<file path="src/common/cmw_pkg.sv">
// shared constants and types for the compare mode command block
package cmw_pkg;
   // command codes
   localparam logic [7:0] CMD_FINISH_MAX = 8'h19;
   localparam logic [7:0] CMD_CMP_MODE   = 8'h20;
   localparam logic [7:0] CMD_INTERP_MODE = 8'h2A;
   localparam logic [7:0] CMD_GCR0       = 8'h10;
   localparam logic [7:0] CMD_GCR3       = 8'h13;
   // register layout
   localparam int NUM_AXES     = 2;
   localparam int NUM_CMP      = 4;
   localparam int FIELD_W      = 4;
   localparam int SRC_LSB      = 0;
   localparam int REL_LSB      = 2;
   localparam logic [15:0] MODE_RESET = 16'h0000;
   localparam logic [31:0] FINISH_RESET = 32'h0000_0000;
   localparam logic [31:0] FINISH_MIN = 32'h0000_0001;
   localparam logic [31:0] FINISH_MAX = 32'h7FFF_FFFE;
   localparam logic [31:0] GCR_RESET  = 32'h0000_0000;
   // command access time
   localparam int ACCESS_NS    = 125;
   localparam int CLK_PERIOD_NS = 8;
   localparam int ACCESS_CYC   = ACCESS_NS / CLK_PERIOD_NS;
   // compare source and relation codes
   localparam logic [1:0] SRC_LOGICAL = 2'h0;
   localparam logic [1:0] SRC_REAL    = 2'h1;
   localparam logic [1:0] SRC_SPEED   = 2'h2;
   localparam logic [1:0] SRC_TIMER   = 2'h3;
   localparam logic [1:0] REL_GE      = 2'h0;
   localparam logic [1:0] REL_GT      = 2'h1;
   localparam logic [1:0] REL_EQ      = 2'h2;
   localparam logic [1:0] REL_LT      = 2'h3;
   typedef enum logic [0:0] {CMW_IDLE, CMW_BUSY} cmw_state_e;
endpackage

</file>
<file path="src/common/cmw_cmp_if.sv">
// carrier between command decoder and per-axis comparator
`timescale 1ns/1ps
interface cmw_cmp_if;
   logic [15:0] mode;
   logic [31:0] gcr [4];
   logic [31:0] src [4];
   logic [3:0]  hit;
   logic [3:0]  ge;
   logic [3:0]  lt;
   modport ctrl (output mode, output gcr, output src,
                 input hit, input ge, input lt);
   modport cmp  (input mode, input gcr, input src,
                 output hit, output ge, output lt);
endinterface

</file>
<file path="src/design/cmw_top.sv">
// command decoder and mode registers for compare setup
// Functional notes
// - finish maximum, 32-bit, no axis select
// - multi-axis command loads all selected
// - interpolation mode ignores axis select
// - data word then command copies
// - reset clears all mode bits
// - four 4-bit fields per compare
// - source codes logical real speed timer
// - relation codes ge gt eq lt
// - results drive output, sync, interrupt
// - size status readable regardless relation
`timescale 1ns/1ps
module cmw_top
   import cmw_pkg::*;
#(
   parameter int AXES = NUM_AXES
)
(
   // clock and reset
   input  wire logic              clock_i,
   input  wire logic              rstn_i,
   // host write side
   input  wire logic [15:0]       write_data_low_i,
   input  wire logic [15:0]       write_data_high_i,
   input  wire logic [7:0]        command_reg_i,
   input  wire logic [AXES-1:0]   axis_sel_i,
   input  wire logic              command_we_i,
   // per-axis compare sources, axis-major
   input  wire logic [AXES*32-1:0] logical_position_i,
   input  wire logic [AXES*32-1:0] real_position_i,
   input  wire logic [AXES*32-1:0] current_speed_i,
   input  wire logic [AXES*32-1:0] current_timer_i,
   // mode and parameter outputs
   output logic [AXES*16-1:0]     compare_mode_setting_o,
   output logic [15:0]            interp_mode_o,
   output logic [31:0]            finish_max_o,
   output logic                   busy_o,
   // compare results
   output logic [AXES*4-1:0]      compare_hit_o,
   output logic [AXES*8-1:0]      compare_status_read_o
);
   typedef struct packed
   {
      cmw_state_e                 state;
      logic [3:0]                 wait_cnt;
      logic [AXES-1:0][15:0]      mode;
      logic [AXES-1:0][3:0][31:0] gcr;
      logic [15:0]                interp;
      logic [31:0]                finish;
   } cmw_top_s;
   cmw_top_s st_reg;
   cmw_top_s st_next;
   logic [31:0] data_word;

   assign data_word = {write_data_high_i, write_data_low_i};

   // command decode and register load
   always_comb
   begin
      st_next = st_reg;
      unique case (st_reg.state)
         CMW_IDLE:
         begin
            if (command_we_i)
            begin
               st_next.state    = CMW_BUSY;
               st_next.wait_cnt = 4'(ACCESS_CYC);
               for (int a = 0; a < AXES; a++)
               begin
                  // same word to all selected axes
                  if (axis_sel_i[a] && command_reg_i == CMD_CMP_MODE)
                     st_next.mode[a] = write_data_low_i;
                  for (int k = 0; k < NUM_CMP; k++)
                     if (axis_sel_i[a] &&
                         command_reg_i == CMD_GCR0 + 8'(k))
                        st_next.gcr[a][k] = data_word;
               end
               if (command_reg_i == CMD_INTERP_MODE)
                  st_next.interp = write_data_low_i;
               // finish maximum, axis free, range kept
               if (command_reg_i == CMD_FINISH_MAX &&
                   data_word >= FINISH_MIN && data_word <= FINISH_MAX)
                  st_next.finish = data_word;
            end
         end
         CMW_BUSY:
         begin
            st_next.wait_cnt = st_reg.wait_cnt - 4'h1;
            if (st_reg.wait_cnt == 4'h1)
               st_next.state = CMW_IDLE;
         end
      endcase
   end

   always_ff @(posedge clock_i or negedge rstn_i)
   begin
      if (!rstn_i)
      begin
         st_reg.state    <= CMW_IDLE;
         st_reg.wait_cnt <= 4'h0;
         st_reg.mode     <= '0;
         st_reg.gcr      <= '0;
         st_reg.interp   <= '0;
         st_reg.finish   <= FINISH_RESET;
      end
      else
         st_reg <= st_next;
   end

   assign finish_max_o  = st_reg.finish;
   assign interp_mode_o = st_reg.interp;
   assign busy_o        = st_reg.state == CMW_BUSY;

   // per-axis comparators
   for (genvar a = 0; a < AXES; a++)
   begin : g_axis
      cmw_cmp_if cif ();
      assign cif.mode   = st_reg.mode[a];
      assign cif.src[0] = logical_position_i[32*a +: 32];
      assign cif.src[1] = real_position_i[32*a +: 32];
      assign cif.src[2] = current_speed_i[32*a +: 32];
      assign cif.src[3] = current_timer_i[32*a +: 32];
      for (genvar k = 0; k < NUM_CMP; k++)
      begin : g_val
         assign cif.gcr[k] = st_reg.gcr[a][k];
      end
      cmw_compare u_cmp
      (
         .clock_i (clock_i),
         .rstn_i  (rstn_i),
         .bus     (cif)
      );
      assign compare_mode_setting_o[16*a +: 16] = st_reg.mode[a];
      // hit flags for output, sync, interrupt
      assign compare_hit_o[4*a +: 4] = cif.hit;
      // ge in low nibble, lt in high
      assign compare_status_read_o[8*a +: 8] = {cif.lt, cif.ge};
   end

   a_mode_load: assert property (@(posedge clock_i) disable iff (!rstn_i)
      (st_reg.state == CMW_IDLE && command_we_i && axis_sel_i[0] &&
       command_reg_i == CMD_CMP_MODE)
      |=> st_reg.mode[0] == $past(write_data_low_i))
      else $error("mode not loaded");
   a_mode_keep: assert property (@(posedge clock_i) disable iff (!rstn_i)
      (!axis_sel_i[0] || !command_we_i) |=> $stable(st_reg.mode[0]))
      else $error("unselected mode changed");
   a_interp_free: assert property (@(posedge clock_i) disable iff (!rstn_i)
      (st_reg.state == CMW_IDLE && command_we_i &&
       command_reg_i == CMD_INTERP_MODE)
      |=> interp_mode_o == $past(write_data_low_i))
      else $error("interp mode not loaded");
   a_finish_rng: assert property (@(posedge clock_i) disable iff (!rstn_i)
      $changed(finish_max_o) |-> finish_max_o >= FINISH_MIN &&
      finish_max_o <= FINISH_MAX)
      else $error("finish maximum out of range");
   a_busy_len: assert property (@(posedge clock_i) disable iff (!rstn_i)
      $rose(busy_o) |-> busy_o [*8] ##1 busy_o [*7] ##1 !busy_o)
      else $error("access window length wrong");
   a_reset_zero: assert property (@(posedge clock_i)
      !rstn_i |-> compare_mode_setting_o == '0)
      else $error("mode not cleared by reset");

   a_reset_busy: assert property (@(posedge clock_i)
      !rstn_i |-> !busy_o && interp_mode_o == '0 &&
      finish_max_o == FINISH_RESET)
      else $error("reset left state behind");

   a_busy_start: assert property (@(posedge clock_i) disable iff (!rstn_i)
      (st_reg.state == CMW_IDLE && command_we_i)
      |=> busy_o)
      else $error("busy not raised");

   // strobes inside the window are refused
   a_busy_refuse: assert property (@(posedge clock_i) disable iff (!rstn_i)
      busy_o
      |=> $stable(compare_mode_setting_o))
      else $error("mode changed while busy");

   a_busy_hold: assert property (@(posedge clock_i) disable iff (!rstn_i)
      busy_o
      |=> $stable(interp_mode_o) && $stable(finish_max_o))
      else $error("parameter changed while busy");

   a_idle_quiet: assert property (@(posedge clock_i) disable iff (!rstn_i)
      (!busy_o && !command_we_i)
      |=> !busy_o)
      else $error("busy without command");

   a_wait_range: assert property (@(posedge clock_i) disable iff (!rstn_i)
      busy_o
      |-> st_reg.wait_cnt != 4'h0 && st_reg.wait_cnt <= 4'(ACCESS_CYC))
      else $error("window counter out of range");

   a_gcr0_load: assert property (@(posedge clock_i) disable iff (!rstn_i)
      (st_reg.state == CMW_IDLE && command_we_i && axis_sel_i[0] &&
       command_reg_i == CMD_GCR0)
      |=> st_reg.gcr[0][0] == $past(data_word))
      else $error("compare value 0 not loaded");

   a_gcr3_load: assert property (@(posedge clock_i) disable iff (!rstn_i)
      (st_reg.state == CMW_IDLE && command_we_i && axis_sel_i[0] &&
       command_reg_i == CMD_GCR3)
      |=> st_reg.gcr[0][3] == $past(data_word))
      else $error("compare value 3 not loaded");

   a_gcr_keep: assert property (@(posedge clock_i) disable iff (!rstn_i)
      !command_we_i
      |=> $stable(st_reg.gcr))
      else $error("compare value drifted");

   a_finish_load: assert property (@(posedge clock_i) disable iff (!rstn_i)
      (st_reg.state == CMW_IDLE && command_we_i &&
       command_reg_i == CMD_FINISH_MAX &&
       data_word >= FINISH_MIN && data_word <= FINISH_MAX)
      |=> finish_max_o == $past(data_word))
      else $error("finish maximum not loaded");

   a_finish_low: assert property (@(posedge clock_i) disable iff (!rstn_i)
      (command_we_i && command_reg_i == CMD_FINISH_MAX &&
       data_word == 32'h0000_0000)
      |=> $stable(finish_max_o))
      else $error("zero finish maximum taken");

   a_finish_high: assert property (@(posedge clock_i) disable iff (!rstn_i)
      (command_we_i && command_reg_i == CMD_FINISH_MAX &&
       data_word > FINISH_MAX)
      |=> $stable(finish_max_o))
      else $error("oversize finish maximum taken");

   // last axis loads the same word
   a_mode_last: assert property (@(posedge clock_i) disable iff (!rstn_i)
      (st_reg.state == CMW_IDLE && command_we_i &&
       axis_sel_i[AXES-1] && command_reg_i == CMD_CMP_MODE)
      |=> st_reg.mode[AXES-1] == $past(write_data_low_i))
      else $error("last axis mode not loaded");

   // two selected axes end up equal
   a_axes_same: assert property (@(posedge clock_i) disable iff (!rstn_i)
      (st_reg.state == CMW_IDLE && command_we_i && axis_sel_i[0] &&
       axis_sel_i[AXES-1] && command_reg_i == CMD_CMP_MODE)
      |=> st_reg.mode[0] == st_reg.mode[AXES-1])
      else $error("selected axes differ");

   // only the mode command writes modes
   a_mode_other: assert property (@(posedge clock_i) disable iff (!rstn_i)
      (command_reg_i != CMD_CMP_MODE)
      |=> $stable(compare_mode_setting_o))
      else $error("mode written by other code");

   a_interp_keep: assert property (@(posedge clock_i) disable iff (!rstn_i)
      (!command_we_i || command_reg_i != CMD_INTERP_MODE)
      |=> $stable(interp_mode_o))
      else $error("interp mode drifted");

   // loads with no axis selected at all
   a_interp_nosel: assert property (@(posedge clock_i) disable iff (!rstn_i)
      (st_reg.state == CMW_IDLE && command_we_i && axis_sel_i == '0 &&
       command_reg_i == CMD_INTERP_MODE)
      |=> interp_mode_o == $past(write_data_low_i))
      else $error("interp mode needs selection");
endmodule

</file>
<file path="src/design/cmw_compare.sv">
// four compare channels of one axis
`timescale 1ns/1ps
module cmw_compare
   import cmw_pkg::*;
(
   // clock and reset
   input  wire logic clock_i,
   input  wire logic rstn_i,
   // carrier
   cmw_cmp_if.cmp    bus
);
   typedef struct packed
   {
      logic [3:0] hit;
      logic [3:0] ge;
      logic [3:0] lt;
   } cmw_cmp_s;
   cmw_cmp_s st_reg;
   cmw_cmp_s st_next;
   logic [1:0]  sel_src [NUM_CMP];
   logic [1:0]  sel_rel [NUM_CMP];
   logic [31:0] val [NUM_CMP];

   // source mux per channel
   for (genvar k = 0; k < NUM_CMP; k++)
   begin : g_ch
      assign sel_src[k] = bus.mode[FIELD_W*k+SRC_LSB +: 2];
      assign sel_rel[k] = bus.mode[FIELD_W*k+REL_LSB +: 2];
      assign val[k] = bus.src[sel_src[k]];
   end

   // relation evaluation
   always_comb
   begin
      st_next = st_reg;
      for (int k = 0; k < NUM_CMP; k++)
      begin
         st_next.ge[k] = $signed(val[k]) >= $signed(bus.gcr[k]);
         st_next.lt[k] = $signed(val[k]) < $signed(bus.gcr[k]);
         unique case (sel_rel[k])
            REL_GE: st_next.hit[k] = st_next.ge[k];
            REL_GT: st_next.hit[k] = $signed(val[k]) > $signed(bus.gcr[k]);
            REL_EQ: st_next.hit[k] = val[k] == bus.gcr[k];
            REL_LT: st_next.hit[k] = st_next.lt[k];
         endcase
      end
   end

   always_ff @(posedge clock_i or negedge rstn_i)
   begin
      if (!rstn_i)
         st_reg <= '0;
      else
         st_reg <= st_next;
   end

   assign bus.hit = st_reg.hit;
   assign bus.ge  = st_reg.ge;
   assign bus.lt  = st_reg.lt;

   // equality result one cycle after match
   a_eq_result: assert property (@(posedge clock_i) disable iff (!rstn_i)
      (sel_rel[0] == REL_EQ && val[0] == bus.gcr[0]) |=> st_reg.hit[0])
      else $error("equality hit missing");
   // ge and lt never both set
   // flags are still zero from reset on the first edge after release
   a_size_excl: assert property (@(posedge clock_i) disable iff (!rstn_i)
      $past(rstn_i) |->
      !(st_reg.ge[1] && st_reg.lt[1]) && (st_reg.ge[1] || st_reg.lt[1]))
      else $error("size status inconsistent");
endmodule

</file>
<file path="config.mk">
export PLATFORM = sky130hd
export DESIGN_NAME = cmw_top
export DESIGN_NICKNAME = d
export VERILOG_FILES = /design/src/common/cmw_pkg.sv /design/src/common/cmw_cmp_if.sv /design/src/design/cmw_top.sv /design/src/design/cmw_compare.sv
export SDC_FILE = /design/constraint.sdc
export NUM_CORES = 1
export LEC_CHECK = 0
export ABC_CLOCK_PERIOD_IN_PS = 3000
export BUFFER_PORTS_ARGS = -buffer_cell sky130_fd_sc_hd__buf_2
export CAP_MARGIN = 20
export CORE_UTILIZATION = 53
export DETAILED_ROUTE_END_ITERATION = 12
export PLACE_DENSITY = 0.78
export SYNTH_ARGS = -nofsm -noshare
export SYNTH_HDL_FRONTEND = slang
export SYNTH_HIERARCHICAL = 1
export SYNTH_SLANG_ARGS = --single-unit
</file>
<file path="constraint.sdc">
create_clock -name clock_i -period 3 [get_ports clock_i]
set_input_delay 0.6 -clock clock_i [delete_from_list [all_inputs] [get_ports clock_i]]
set_output_delay 0.6 -clock clock_i [all_outputs]
set_load 0.02 [all_outputs]
</file>
==> impl_results.md <==
* Total gr overflow at 0
* Setup TNS at -2870 ps
* Worst-Margin Slew at 769 ps
* DP Cell Count at 3,291
* Xor-xnor portion of the synthesized cell area at 0.0322%
* Cells along the critical path: buf_6, buf_12, buf_6, mux4_2, ha_4, nand4_1, buf_6, or4_4, a31oi_4, or2b_1, mux2_4, o221ai_2
* Synth Instances at 2,201
* Tcrit/Tclk final at 109%
* CTS tree: yes
* GRT Total Usage at 34.8%
* Largest family of logic cells by synthesized area: multiplexers
* Int Pwr at 9580 uW
* H-Tree Depth at 2
* Pwr Total at 13,100 uW
* Most frequent CP cell: buf_6
* DRC at 0
* Die Width at 229 um
* Core Footprint at 50,400 um^2
* Clock tree buffer depth at 3
* Die height at 229 um
* Worst Path Required at 3500 ps
* Critical Path Source: g_axis[1].cif.mode[4]
* Switching Share at 26.7%
* Most flops, register: g_axis.cif.gcr
* Status: complete, but fails checks
* Total Wirelength at 92.9 mm
* Global-route wire length before repair at 137 mm
* Final worst-path setup slack at -262 ps
* Endpoints failing setup at 22
* Die area at 52,300 um^2
* Primary FF master, synth: dfrtp_1
* Vias in the first global route at 22,600
* Top Registers: g_axis.cif.gcr (256), finish_max_o (32), g_axis.cif.mode (32)
* Num CTS Buffers at 42
* Synth-to-layout area growth at 30.1%
* Clock Skews at 20.1 ps
* Sequential-to-total area share from yosys stat at 33.6%
* Synth warnings at 6
* CP Data Arrival Time at 3760 ps
* Clock network power share at 43.5%
* Max incr delay on CP at 530 ps
* Leak at 0.0156 uW
* Worst hold start: command_we_i
* FF/Latch Area at 9140 um^2
* Dpl hpwl at 65.9 mm
* Post-synth net total at 2,760
* Synthesized area at 27,200 um^2
* Layout fillers at 3,376
* Initial antenna violation count at 7
* Layout cells sized above 1 at 56.6%
* Fin crit period at 3260 ps
* Sequential power share at 39.1%
* Yosys reg bits at 365
* Vias/cell at 6.38
* Fraction of registers with async set/reset at 100%
* Power per cell area at 369 nW/um^2
* Starting Density at 54.0%
* WL/cell at 26.9 um
* Max-cap viol count at 0
* NetSw at 3490 uW
* HP Class: primary input to flip-flop
* Kind of end point of the critical path: flip-flop
* CP Max Fanout at 5
* Fmax at 307 MHz
* RSZ-0062 raised after global routing: yes
* Synth Area in Adders at 11.9%
* Worst rel slew slack at 48.3%
* Hold Vio Cnt, Final at 0
* Port Buffer Count at 405
* Number of DRC markers in iteration 0 at 1,861
* Setup CP Type: flip-flop to flip-flop
* CTS root buf: clkbuf_16
* Mux cell area share after synthesis at 35.7%
* Netlist cell types at 62
* Number of routed nets with antenna violations at 0
* Synth Area in Compound Gates at 5.03%
* CP top delay family: multiplexers
* Hold Slack at 351 ps
* Buf/Inv on CP at 4
* Latest clock arrival within the worst-skew pair at 580 ps
* Critical-path top delay cell: mux4_2
* Drt pass-1 iters at 5
* Num Clock Sinks at 365
* EDFF count, synth at 0
* Failing checks: setup timing
* Largest net degree at the start of global routing at 69
* GP Congestion at 0.957
* Multi-input logic area at 17,700 um^2
* Simple-Gate Fraction of Synth Area at 5.94%
* Std-Cell Rows at 82
* Reg2reg start: g_axis[1].cif.mode[4]
* Pins Over Slew Limit at 0
* Syn_area_per_cell at 12.4 um^2
* Peak VDD IR at 422 uV
* Max reg flops at 256
* Critical Path Start Type: flip-flop
* Finished Layout Cells at 3,459
* Place WS at -560 ps
* Clk pin slew, worst setup/hold paths at 60 ps
* Combinational power share at 17.4%
* Final #Nets at 3,308
* Vias at 22,100
* I/O pins at 406
## power groups by stage
stage / Sequential [uW] / Combinational [uW] / Clock (uW)
CTS: 5110 / 2120 / 5750
finish: 5110 / 2270 / 5680
global placement: 5190 / 1870 / 0
global route: 5120 / 2430 / 5950
detailed placement: 5200 / 1960 / 0
floorplan: 5210 / 975 / 0
## cell usage after synthesis (12+ instances only)
cell	count	area share, %
buf_4	80	2.2
nor4_1	22	0.51
nand3_1	30	0.55
dfrtp_1	365	34
buf_1	14	0.19
nand2_1	69	0.95
nand2b_1	19	0.44
mux4_2	256	21
mux2_2	303	13
clkbuf_1	59	0.81
inv_1	270	3.7
a21oi_1	104	1.9
ha_1	258	12
a21o_1	24	0.66
nand4_1	64	1.5
nor2_1	30	0.41
mux2_4	29	1.6
nor3_1	12	0.22
buf_2	45	0.83
o21ai_0	37	0.68
## layout make-up
type | instances | share of cell area (%)
Antenna cell | 6 | 0.0424
Clock buffer | 57 | 3.38
Clock inverter | 19 | 0.922
Inverter | 270 | 2.86
Multi-Input combinational cell | 1365 | 49.9
Sequential cell | 365 | 25.8
Tap cell | 672 | 2.37
Timing Repair Buffer | 705 | 14.7
## what timing repair did
item | 4_1_cts | 5_1_grt
pin swaps | 64 | 59
resized for setup | 175 | 96
setup buffers | 57 | 29
hold buffers | 1 | 0
endpoints found under the setup margin | 24 | 24
cloned | 8 | 3
hold endpoints to repair | 46 | 0
## cell usage in the layout, fill, tap and decap left out, types with 31 or more instances in the layout
cell and count:
inv_1 266, ha_1 169, buf_12 53, mux2_4 31, buf_2 404, buf_4 213, nand2_1 60, clkbuf_16 45
mux2_2 302, mux4_2 256, ha_4 89, a21oi_1 83, nand4_1 64, dfrtp_1 357
## path summary, 6_finish.rpt
path,cells after the start,to,slack (ps)
max in group asynchronous,3,finish_max_o[23],1420
setup reg to reg,12,g_axis[1].u_cmp/bus.hit[1],-260
hold reg to reg,1,g_axis[0].cif.gcr[42],490
setup / recovery,12,g_axis[1].u_cmp/bus.hit[1],-260
hold / removal,3,st_reg[339],350
min in group asynchronous,2,g_axis[0].cif.mode[6],570
## metal layers
metal  routed length (um)  share of wire, %  vias up  global-route usage (%)
met5                   24             0.026        -                       0
met4                 4600               5.0        4                    14.4
met3                 7680               8.3      270                    6.19
met2                44300                48     1162                    56.3
met1                36200                39    11400                    46.2
li1                     -                 -     9283                       -
## cell families after synthesis
family	Yosys count
flip-flops	365
adder cells (fa/ha/maj)	258
multiplexers	597
buffers and inverters	471
AO/OA/AOI/OAI	219
XOR/XNOR	1
AND/OR/NAND/NOR	290
## stage by stage
step	util, %	cell area [um^2]
after global placement	61.7	31100
after detailed placement	61.7	31100
after CTS	68.6	34500
final	70.3	35400
after global routing	70.3	35400
after floorplan	-	27400
## worst reg2reg max path: cells and delay by family (launching register included)
kind                       cells  cell delay [ps]
muxes                          2              850
buffers and inverters          4              530
adders and majority gates      1              300
DFF                            1              410
and+or+nand+nor                3              750
AOI/OAI and AO/OA              2              340
(Power assumes the default switching activity.)
